**src/hub_cfg_pkg.sv**
```systemverilog
`default_nettype none
package hub_cfg_pkg;

  // ****************************************
  // Select codes
  // ****************************************
  localparam logic [2:0] SEL_DEFAULT = 3'h0;
  localparam logic [2:0] SEL_SMBUS = 3'h1;
  localparam logic [2:0] SEL_LEVEL = 3'h2;
  localparam logic [2:0] SEL_EEPROM = 3'h3;
  localparam logic [2:0] SEL_EDGE = 3'h4;
  localparam logic [2:0] SEL_EDGE_SPEED = 3'h5;
  localparam logic [6:0] SMBUS_SLAVE_ADDR = 7'h2C;

  // ****************************************
  // Register map
  // ****************************************
  localparam logic [31:0] OFS_CONFIG = 32'h0000_0000;
  localparam logic [31:0] OFS_STATUS = 32'h0000_0004;
  localparam logic [31:0] OFS_OWNER = 32'h0000_0008;
  localparam int STAT_SEL_LSB = 0;
  localparam int STAT_METHOD_LSB = 3;
  localparam int STAT_PAMODE_LSB = 5;
  localparam int STAT_LED_LSB = 7;
  localparam int STAT_STRAP_EN = 9;
  localparam int STAT_UNASSIGN = 10;
  localparam int STAT_LOCAL_PWR = 11;
  localparam int STAT_RESERVED = 12;
  localparam int STAT_PINS_LSB = 13;
  localparam int STAT_SMB_LSB = 17;
  localparam logic [31:0] CONFIG_RESET = 32'h0000_0000;

  // ****************************************
  // Timing
  // ****************************************
  localparam int CLK_PERIOD_PS = 5000;
  localparam int RESET_MIN_NS = 1000;
  localparam int RESET_MIN_CYCLES = (RESET_MIN_NS * 1000 + CLK_PERIOD_PS - 1) / CLK_PERIOD_PS;

  typedef enum logic [1:0] {
    METHOD_INTERNAL = 2'b00,
    METHOD_SMBUS = 2'b01,
    METHOD_EEPROM = 2'b10,
    METHOD_NONE = 2'b11
  } method_e;

  typedef enum logic [1:0] {
    PA_EMBEDDED = 2'b00,
    PA_LEVEL = 2'b01,
    PA_EDGE = 2'b10,
    PA_EXTERNAL = 2'b11
  } pa_mode_e;

  typedef enum logic [1:0] {
    LED_USB = 2'b00,
    LED_HOST = 2'b01,
    LED_HOST_SPEED = 2'b10,
    LED_LOADED = 2'b11
  } led_mode_e;

  typedef struct packed {
    method_e method;
    pa_mode_e pa_mode;
    led_mode_e led_mode;
    logic strap_en;
    logic unassign_ok;
    logic reserved;
  } hub_cfg_s;

endpackage

`default_nettype wire

```
**src/hub_config_strap_decoder.sv**
```systemverilog
// Summary of operation
// RULE_01: The three select inputs are caught as reset releases and pick the configuration method.
// RULE_02: Code 000 gives internal defaults, embedded port assignment, strap pins on, USB LED mode.
// RULE_03: Code 001 makes an SMBus slave at address 0101100, strap pins off, LED mode from download.
// RULE_04: Code 010 gives level-triggered assignment, strap pins on, USB LEDs, no unassigned ports.
// RULE_05: Code 011 loads configuration from an I2C EEPROM with LED mode from the load.
// RULE_06: Code 100 gives edge-triggered assignment, host LEDs, strap pins on, unassigned allowed.
// RULE_07: Code 101 gives edge-triggered assignment, host and speed LEDs, strap pins off, unassigned.
// RULE_08: The board never straps code 110 or 111, which are reserved.
// RULE_09: Reset is held low for at least 1 us each time.
// RULE_10: Local power detect low means bus powered only, high means local supply present.
// RULE_11: The test input is left open or grounded and never used.
// RULE_12: The device clock is 24 MHz from a crystal or an external clock; CLK_PERIOD_PS and the bench use a 5 ns (200 MHz) mclk instead.
// RULE_13: The chosen configuration holds until the next reset whatever the select inputs do.
// RULE_14: Port owner select pins are ignored while the device is in reset.
// RULE_15: In embedded mode only the low three owner pins pick one of eight configurations.
`timescale 1ns/10ps
`default_nettype none

module hub_config_strap_decoder (
  input wire logic mclk,
  input wire logic nrst,
  input wire logic config_method_select_bit0,
  input wire logic config_method_select_bit1,
  input wire logic config_method_select_bit2,
  input wire logic local_power_detect,
  input wire logic [3:0] port_owner_select_pins,
  input wire logic [31:0] haddr,
  input wire logic [1:0] htrans,
  input wire logic hwrite,
  input wire logic [2:0] hsize,
  input wire logic hsel,
  input wire logic hready,
  input wire logic [31:0] hwdata,
  output logic [31:0] hrdata,
  output logic hreadyout,
  output logic hresp,
  output hub_cfg_pkg::hub_cfg_s cfg,
  output logic [6:0] smbus_addr,
  output logic local_power,
  output logic [2:0] embedded_config
);

  // ****************************************
  // Input synchronisers
  // ****************************************
  logic [2:0] sel_s1, sel_s2, sel_s3;
  logic [4:0] pin_s1, pin_s2, pin_s3;
  logic [4:0] pin_stable;
  logic [2:0] sel_stable;
  logic [1:0] rel_cnt;
  logic captured;
  wire [2:0] sel_raw = {config_method_select_bit2, config_method_select_bit1,
                        config_method_select_bit0};
  wire [4:0] pin_raw = {local_power_detect, port_owner_select_pins};

  // Straps tracked through reset
  always_ff @(posedge mclk) begin
    sel_s1 <= sel_raw;
    sel_s2 <= sel_s1;
    sel_s3 <= sel_s2;
  end

  always_ff @(posedge mclk or negedge nrst) begin
    if (!nrst) begin
      pin_s1 <= 5'h00;
      pin_s2 <= 5'h00;
      pin_s3 <= 5'h00;
    end else begin
      pin_s1 <= pin_raw;
      pin_s2 <= pin_s1;
      pin_s3 <= pin_s2;
    end
  end

  wire [4:0] pin_agree = ~(pin_s2 ^ pin_s3);
  wire [2:0] sel_agree = ~(sel_s2 ^ sel_s3);

  genvar gi;
  generate
    for (gi = 0; gi < 5; gi++) begin : g_pin
      always_ff @(posedge mclk or negedge nrst) begin
        if (!nrst) begin
          pin_stable[gi] <= 1'b0;
        end else if (pin_agree[gi]) begin
          pin_stable[gi] <= pin_s3[gi];
        end
      end
    end
    for (gi = 0; gi < 3; gi++) begin : g_sel
      always_ff @(posedge mclk or negedge nrst) begin
        if (!nrst) begin
          sel_stable[gi] <= 1'b0;
        end else if (sel_agree[gi]) begin
          sel_stable[gi] <= sel_s3[gi];
        end
      end
    end
  endgenerate

  // ****************************************
  // Capture at reset release
  // ****************************************
  logic [2:0] sel_code;
  wire capture_now = !captured && (rel_cnt == 2'h3);

  always_ff @(posedge mclk or negedge nrst) begin
    if (!nrst) begin
      rel_cnt <= 2'h0;
      captured <= 1'b0;
      sel_code <= 3'h0;
    end else begin
      if (rel_cnt != 2'h3) begin
        rel_cnt <= rel_cnt + 2'h1;
      end
      if (capture_now) begin
        captured <= 1'b1;                          // [RULE_13]
        sel_code <= sel_stable;                    // [RULE_01]
      end
    end
  end

  // ****************************************
  // Configuration decode
  // ****************************************
  hub_cfg_pkg::hub_cfg_s next_cfg;

  always_comb begin
    next_cfg = '{hub_cfg_pkg::METHOD_NONE, hub_cfg_pkg::PA_EXTERNAL,
                 hub_cfg_pkg::LED_LOADED, 1'b0, 1'b0, 1'b1};
    unique case (sel_code)
      hub_cfg_pkg::SEL_DEFAULT: begin
        next_cfg = '{hub_cfg_pkg::METHOD_INTERNAL, hub_cfg_pkg::PA_EMBEDDED,
                     hub_cfg_pkg::LED_USB, 1'b1, 1'b1, 1'b0};          // [RULE_02]
      end
      hub_cfg_pkg::SEL_SMBUS: begin
        next_cfg = '{hub_cfg_pkg::METHOD_SMBUS, hub_cfg_pkg::PA_EXTERNAL,
                     hub_cfg_pkg::LED_LOADED, 1'b0, 1'b1, 1'b0};       // [RULE_03]
      end
      hub_cfg_pkg::SEL_LEVEL: begin
        next_cfg = '{hub_cfg_pkg::METHOD_INTERNAL, hub_cfg_pkg::PA_LEVEL,
                     hub_cfg_pkg::LED_USB, 1'b1, 1'b0, 1'b0};          // [RULE_04]
      end
      hub_cfg_pkg::SEL_EEPROM: begin
        next_cfg = '{hub_cfg_pkg::METHOD_EEPROM, hub_cfg_pkg::PA_EXTERNAL,
                     hub_cfg_pkg::LED_LOADED, 1'b0, 1'b1, 1'b0};       // [RULE_05]
      end
      hub_cfg_pkg::SEL_EDGE: begin
        next_cfg = '{hub_cfg_pkg::METHOD_INTERNAL, hub_cfg_pkg::PA_EDGE,
                     hub_cfg_pkg::LED_HOST, 1'b1, 1'b1, 1'b0};         // [RULE_06]
      end
      hub_cfg_pkg::SEL_EDGE_SPEED: begin
        next_cfg = '{hub_cfg_pkg::METHOD_INTERNAL, hub_cfg_pkg::PA_EDGE,
                     hub_cfg_pkg::LED_HOST_SPEED, 1'b0, 1'b1, 1'b0};   // [RULE_07]
      end
      default: begin
        next_cfg = '{hub_cfg_pkg::METHOD_NONE, hub_cfg_pkg::PA_EXTERNAL,
                     hub_cfg_pkg::LED_LOADED, 1'b0, 1'b0, 1'b1};       // [RULE_08]
      end
    endcase
  end

  // ****************************************
  // Outputs
  // ****************************************
  logic [2:0] owner_cfg;
  logic [31:0] config_reg;
  wire owner_live = captured && (cfg.pa_mode == hub_cfg_pkg::PA_EMBEDDED);

  always_ff @(posedge mclk or negedge nrst) begin
    if (!nrst) begin
      cfg <= '{hub_cfg_pkg::METHOD_NONE, hub_cfg_pkg::PA_EXTERNAL,
               hub_cfg_pkg::LED_LOADED, 1'b0, 1'b0, 1'b0};
      smbus_addr <= 7'h00;
      local_power <= 1'b0;
      owner_cfg <= 3'h0;
    end else begin
      if (captured) begin
        cfg <= next_cfg;
        smbus_addr <= (sel_code == hub_cfg_pkg::SEL_SMBUS) ?
                      hub_cfg_pkg::SMBUS_SLAVE_ADDR : 7'h00;  // [RULE_03]
      end
      local_power <= pin_stable[4];                           // [RULE_10]
      if (owner_live) begin
        owner_cfg <= pin_stable[2:0];                         // [RULE_14] [RULE_15]
      end
    end
  end

  assign embedded_config = owner_cfg;

  // ****************************************
  // AHB-Lite slave
  // ****************************************
  logic dp_write;
  logic [31:0] dp_addr;
  wire take = hsel && hready && htrans[1];
  wire cfg_bypass = dp_write && (dp_addr == hub_cfg_pkg::OFS_CONFIG);
  wire [31:0] config_now = cfg_bypass ? {31'h0000_0000, hwdata[0]} : config_reg;
  wire [31:0] status_word = {8'h00, smbus_addr, pin_stable[3:0], cfg.reserved,
                             local_power, cfg.unassign_ok, cfg.strap_en, cfg.led_mode,
                             cfg.pa_mode, cfg.method, sel_code};
  wire [31:0] owner_word = {29'h0000_0000, owner_cfg};
  wire [31:0] next_rdata = (haddr == hub_cfg_pkg::OFS_CONFIG) ? config_now :
                           (haddr == hub_cfg_pkg::OFS_STATUS) ? status_word :
                           (haddr == hub_cfg_pkg::OFS_OWNER) ? owner_word : 32'h0000_0000;

  always_ff @(posedge mclk or negedge nrst) begin
    if (!nrst) begin
      dp_write <= 1'b0;
      dp_addr <= 32'h0000_0000;
      hrdata <= 32'h0000_0000;
    end else begin
      dp_write <= take && hwrite;
      hrdata <= (take && !hwrite) ? next_rdata : 32'h0000_0000;
      if (take) begin
        dp_addr <= haddr;
      end
    end
  end

  always_ff @(posedge mclk or negedge nrst) begin
    if (!nrst) begin
      config_reg <= hub_cfg_pkg::CONFIG_RESET;
    end else if (dp_write && dp_addr == hub_cfg_pkg::OFS_CONFIG) begin
      config_reg <= {31'h0000_0000, hwdata[0]};
    end
  end

  assign hreadyout = 1'b1;
  assign hresp = 1'b0;

endmodule // hub_config_strap_decoder

`default_nettype wire

```
**config.mk**
```make
export PLATFORM = sky130hd
export DESIGN_NAME = hub_config_strap_decoder
export DESIGN_NICKNAME = d
export VERILOG_FILES = /design/src/hub_cfg_pkg.sv /design/src/hub_config_strap_decoder.sv
export SDC_FILE = /design/constraint.sdc
export NUM_CORES = 1
export LEC_CHECK = 0
export ABC_AREA = 1
export BUFFER_PORTS_ARGS = -buffer_cell sky130_fd_sc_hd__buf_2
export CORE_MARGIN = 2
export CORE_UTILIZATION = 30
export CTS_CLUSTER_DIAMETER = 120
export DETAILED_ROUTE_END_ITERATION = 8
export PLACE_DENSITY = 0.53
export SETUP_SLACK_MARGIN = 0.2
export SLEW_MARGIN = 5
export SYNTH_ARGS = -nofsm -noshare
export SYNTH_HDL_FRONTEND = slang
export SYNTH_SLANG_ARGS = --single-unit
```
**constraint.sdc**
```tcl
create_clock -name mclk -period 1.2 [get_ports mclk]
set_input_delay 0.06 -clock mclk [delete_from_list [all_inputs] [get_ports mclk]]
set_output_delay 0.06 -clock mclk [all_outputs]
set_load 0.01 [all_outputs]
```
==> impl_metrics.yaml, run 1 <==
status:
  status: "finished with violations"
  violations: "negative setup slack"
sta:
  finalCriticalPeriod_ps: 1592
  setup_violations: 64
  clock.fmax_mhz: 628.1
  hold_viol_final: 0
  period_share: 1.327
  fin_tns_setup_ps: -20430
  finalClockSkew_ps: 8.311
  slew_viol_final: 0
  layout_setup_ws_ps: -392.1
  rsz0062_at_grt: "true"
die:
  pin_count: 136
  coreArea_um2: 18580
  die_h_um: 141.0
  die_x_um: 141.0
  fp.dieArea_um2: 19880
  start_util: 0.3030
  rows: 50
routing:
  post-route-drc-count: 0
  initialDrtViolationCount: 160
  first_pass_iters: 5
  drtAntennaViolNets: 0
  vias: 4176
  wirelength_um: 12690
  detail_route.wl_per_cell_um: 12.83
  vias_per_cell: 4.222
synth:
  yosys-top-cells-area: "dfrtp_1, nand2_1, nor2_1"
  yosys_warnings: 0
  ys_async_sr_fraction: 0.9396
  yosys.area.top_type: "dfrtp_1"
  synth_ff_type: "dfrtp_1"
  synth_mux_area_frac: 0.04401
  yosys.area_share.adder: 0.01645
  synth_top_family_by_area: "simple AND/OR/NAND/NOR gates"
  synth_area_um2: 5629
  ys_seq_area_frac: 0.6557
  post-synth-top-count-cell: "dfrtp_1"
  synth-simple-area-share: 0.1907
  synth-xor-area-share: 0.001556
  synth_top_area_share: 0.5957
  synthesis.instances: 537
  ys_ff_latch: 149
  synth_compound_area_frac: 0.02423
  synthTopCellsByCount: "dfrtp_1, nand2_1, nor2_1"
  synth_cell_types: 32
  synth.avg_cell_area_um2: 10.48
  synth-edff-count: 0
final_layout:
  diodes: 0
  final_cells: 989
  fin_nets: 825
  area_growth_pct: 47.97
  drive_above_1_share: 0.4146
  fillCellCount: 1702
  seq_area_um2: 3696
  multi_input_area_um2: 1892
hold_path:
  min_path_cells: 4
  hold_class: "input port to flop"
critical_path:
  cp-end-kind: "flop"
  critPathMostFrequentCell: "buf_12"
  worstPathArrival_ps: 1900
  cpMaxStageDelayCell: "dfrtp_1"
  crit_fanout: 6
  cpPeakStageDelay_ps: 400
  crit_path_start_kind: "flop"
  crit_type: "flop to flop"
  crit_chain: "nor2_2 -> nand3_1 -> nor2_1 -> nand3b_1 -> nor2_4 -> buf_12 -> clkbuf_16 -> buf_12 -> nor3_2"
  rr_worst_depth: 9
  cp.required_ps: 1510
global_route:
  grt_pass1_vias: 4268
  antenna_found_initial: 0
  grt_pass1_wl_um: 21050
  overflow: 0
  grt_util_all_layers: 0.1371
  grt_max_degree: 48
clock_network:
  tritoncts: "done"
  clkSlewWorstSetupHoldPaths_ps: 60
  cts_sinks: 149
  cts_buffer_depth: 2
  htree_levels: 4
  numCtsBuffers: 17
  clkLatencyLatePin_ps: 420
  cts-root-buf: "clkbuf_16"
power:
  p_per_area_nw_per_um2: 1406
  max-vdd-ir-drop_v: 0.0009860
  leakage_uw: 0.004045
place:
  hpwl_um: 8855
  gp_congestion: 0.8279
  dp_cells: 898
  portBuffers: 94
job:
  cap_violations: 0
## critical path: cells and delay by family, from the launching register on
kind / cells / cell delay (ps)
flip-flops: 1 / 400
AND/OR/NAND/NOR: 6 / 680
buffers and inverters: 3 / 400
## placed cells by master, fill, tap and decap left out, types with 12 or more instances in the layout
master and n:
dfrtp_1 130, nand2_1 80, buf_2 77, nor2_1 59, buf_4 55, inv_1 54, dlygate4sd3_1 36, buf_6 24
nand3_1 23, nor2_2 22, mux2_2 20, clkbuf_16 18, nor2_4 15, nand2_2 12
## layout make-up
| class | instances | area share |
|---|---|---|
| clock buffer | 19 | 0.05438 |
| multi-input combinational | 310 | 0.2271 |
| tap | 234 | 0.03515 |
| clock inverter | 13 | 0.01352 |
| timing repair buffer | 203 | 0.1980 |
| sequential | 149 | 0.4437 |
| inverter | 61 | 0.02809 |
## cell families after synthesis
family,after synthesis
and+or+nand+nor,246
DFF,149
buffers and inverters,82
AOI/OAI and AO/OA,26
muxes,22
adders and majority gates,9
other,2
xor gates and xnor gates,1
## per-stage QoR
stage / setup WS [ps] / util / area [µm²] / hold slack [ps] / total power (µW)
6_report: -392.1 / 0.4483 / 8329 / 17.91 / 11710
5_1_grt: -506.1 / 0.4483 / 8329 / 34.80 / 12270
4_1_cts: -360.5 / 0.4299 / 7988 / 1.560 / 11800
3_5_place_dp: -354.5 / 0.3674 / 6827 / -25.16 / 6522
3_3_place_gp: -347.7 / 0.3674 / 6827 / -30.08 / 6478
2_1_floorplan: -59.88 / - / 5728 / -235.6 / 6011
## per-layer routing
layer  part of all wire  up-vias  GRT usage
met4              0.033        0    0.07316
met5                  0        -          0
met2               0.51       83     0.2288
li1                   -     2091          -
met1               0.42     1975     0.1646
met3              0.038       27    0.03329
## power by group
part           total, µW  internal, µW  switching (µW)  leakage, µW
combinational       1150           635             512      0.00192
clock               5020          2820            2200     0.000276
sequential          5550          5340             207      0.00185
## timing repair
item | in CTS | in global routing
cloned | 0 | 1
gates resized for setup | 38 | 71
hold endpoints to repair | 175 | 0
hold buffers | 36 | 0
buffers inserted | 15 | 7
endpoints found under the setup margin | 103 | 126
pin swaps | 13 | 31
## path summary, 6_finish.rpt
path	startpoint	endpoint	slack, ps
hold reg to reg	sel_s1[1]	sel_s2[1]	330
setup reg to reg	dp_addr[25]	hrdata[18]	-390
min in group asynchronous	nrst	dp_addr[5]	90
hold / removal	haddr[1]	dp_addr[1]	20
max in group asynchronous	nrst	config_reg[18]	490
setup / recovery	dp_addr[25]	hrdata[18]	-390
Note: power is estimated with default switching activity, not from simulation.
==> run 2: changes to the inputs <==
--- a/config.mk
+++ b/config.mk
@@ -9,8 +9,8 @@
 export BUFFER_PORTS_ARGS = -buffer_cell sky130_fd_sc_hd__buf_2
 export CORE_MARGIN = 2
-export CORE_UTILIZATION = 30
+export CORE_UTILIZATION = 40
 export CTS_CLUSTER_DIAMETER = 120
 export DETAILED_ROUTE_END_ITERATION = 8
-export PLACE_DENSITY = 0.53
+export PLACE_DENSITY = 0.66
 export SETUP_SLACK_MARGIN = 0.2
 export SLEW_MARGIN = 5
==> constraint.sdc (replaced) <==
create_clock -name mclk -period 1.2 [get_ports mclk]
set_input_delay 0.12 -clock mclk [delete_from_list [all_inputs] [get_ports mclk]]
set_output_delay 0.12 -clock mclk [all_outputs]
set_load 0.01 [all_outputs]
==> impl_metrics.yaml, run 2 (synthesized netlist as in run 1, its figures left out) <==
critical_path:
  crit_start: "dp_addr[9]"
  cpLargestDelayFamily: "simple AND/OR/NAND/NOR gates"
  ff2ff_setup_slack_ps: -310
  cp.depth: 7
  crit_type: "flop to flop"
  regToRegStartpoint: "dp_addr[9]"
  critPathBufInv: 2
  crit_fanout: 27
  crit_chain: "nor2_1 -> nand3_1 -> nand3b_1 -> nor2_4 -> buf_12 -> buf_4 -> nor3_1"
  cpPeakStageDelay_ps: 370
  crit_path_start_kind: "flop"
  rr_worst_depth: 7
  endpoint: "hrdata[25]"
  cp.required_ps: 1500
  cpMaxStageDelayCell: "dfrtp_1"
  worstPathArrival_ps: 1820
  r2r-end: "hrdata[25]"
  cp-end-kind: "flop"
die:
  die_x_um: 122.6
  coreArea_um2: 13830
  start_util: 0.4071
  fp.dieArea_um2: 15040
  pin_count: 136
  rows: 43
  die_h_um: 122.6
clock_network:
  htree_levels: 4
  cts_sinks: 149
  cts-root-buf: "clkbuf_16"
  clkSlewWorstSetupHoldPaths_ps: 60
  tritoncts: "done"
  numCtsBuffers: 17
  clkLatencyLatePin_ps: 420
  cts_buffer_depth: 2
routing:
  drtAntennaViolNets: 0
  vias_per_cell: 4.529
  vias: 4207
  first_pass_iters: 4
  initialDrtViolationCount: 197
  wirelength_um: 12210
  post-route-drc-count: 0
  detail_route.wl_per_cell_um: 13.15
global_route:
  grt_util_all_layers: 0.1725
  overflow: 0
  grt_pass1_wl_um: 19620
  antenna_found_initial: 0
  grt_pass1_vias: 4174
  grt_max_degree: 46
sta:
  hold_viol_final: 0
  clock.fmax_mhz: 661.5
  period_share: 1.260
  layout_setup_ws_ps: -311.6
  rsz0062_at_grt: "true"
  whs_ps: 24.24
  setup_violations: 65
  finalCriticalPeriod_ps: 1512
  slew_viol_final: 0
  finalClockSkew_ps: 6.286
power:
  internal-power_uw: 8864
  p_total_uw: 11510
  seqPwrFrac: 0.483
  p_switching_uw: 2647
  p_comb_frac: 0.097
  clock_power_share: 0.420
  max-vdd-ir-drop_v: 0.0009018
  p_per_area_nw_per_um2: 1435
  leakage_uw: 0.004010
  p_sw_frac: 0.2300
hold_path:
  hold_class: "input port to flop"
  min_path_cells: 3
final_layout:
  final_cell_mix: "dfrtp_1, nand2_1, buf_2, nor2_1, buf_4"
  final_common_cell: "dfrtp_1"
  area_growth_pct: 42.48
  diodes: 0
  drive_above_1_share: 0.3778
  fin_nets: 820
job:
  cap_violations: 0
place:
  gp_congestion: 0.7929
  portBuffers: 94
  hpwl_um: 8314
status:
  status: "finished with violations"
  violations: "negative setup slack"
## run 2: cell count changes in the layout (fill, tap and decap cells not counted), moves of 3 or more
cell	before	now
nor2_2	22	13
clkbuf_1	0	6
nor2_1	59	73
inv_6	6	2
nor2_4	15	10
nand2_4	5	2
nand2_1	80	92
dlygate4sd3_1	36	27
buf_4	55	61
nand2_2	12	3
## run 2: worst min path at each step
stage                       to  slack, ps     start
global placement    hrdata[19]         30      nrst
global route        dp_addr[0]         20  haddr[0]
detailed placement  hrdata[19]         30      nrst
CTS                   dp_write          6    hwrite
floorplan             captured       -180      nrst
finish              dp_addr[0]         20  haddr[0]
## run 2: repair_timing
action,in CTS,in global routing
buffers inserted,16,7
endpoints found under the setup margin,124,128
pin swaps,3,6
gates resized for setup,32,38
hold buffers,27,0
endpoints found under the hold margin,166,0
## run 2: through the flow
step	setup slack (ps)	instance area [µm²]	utilization	TNS, ps	std cells
after floorplan	-59.88	5733	-	-1097	541
after global placement	-300.0	6794	0.4914	-14740	848
after detailed placement	-317.0	6794	0.4914	-15550	848
after CTS	-297.5	7826	0.5660	-14340	922
after global routing	-370.0	8020	0.5800	-19320	929
final	-311.6	8020	0.5800	-14840	929
## run 2: final cells by class
cell class | count | area (µm²)
clock buffers | 24 | 461.7
clock inverters | 7 | 73.82
fillers | 1120 | 5807
inverters | 61 | 236.5
multi-input cells | 310 | 1779
flip-flops and latches | 149 | 3695
well taps | 180 | 225.2
repair buffers | 198 | 1549
## run 2: power by group through the flow
stage,clock (µW),sequential [µW],combinational [µW]
after global routing,5190,5590,1240
after CTS,4950,5540,1070
after floorplan,0,5590,420
after detailed placement,0,5620,888
final,4830,5560,1120
after global placement,0,5600,860
## run 2: worst register-to-register path, stage by stage, from the launching register on
cell and delay (ps):
dfrtp_1 370, nor2_1 120, nand3_1 120, nand3b_1 230
nor2_4 140, buf_12 190, buf_4 170, nor3_1 50
## run 2: layer usage
metal  track usage  wire length (µm)  share of wire
met3       0.05994               596          0.049
met2        0.2851              6095           0.50
met1        0.2054              5208           0.43
met4       0.07184               312          0.026
met5             0                 0              0
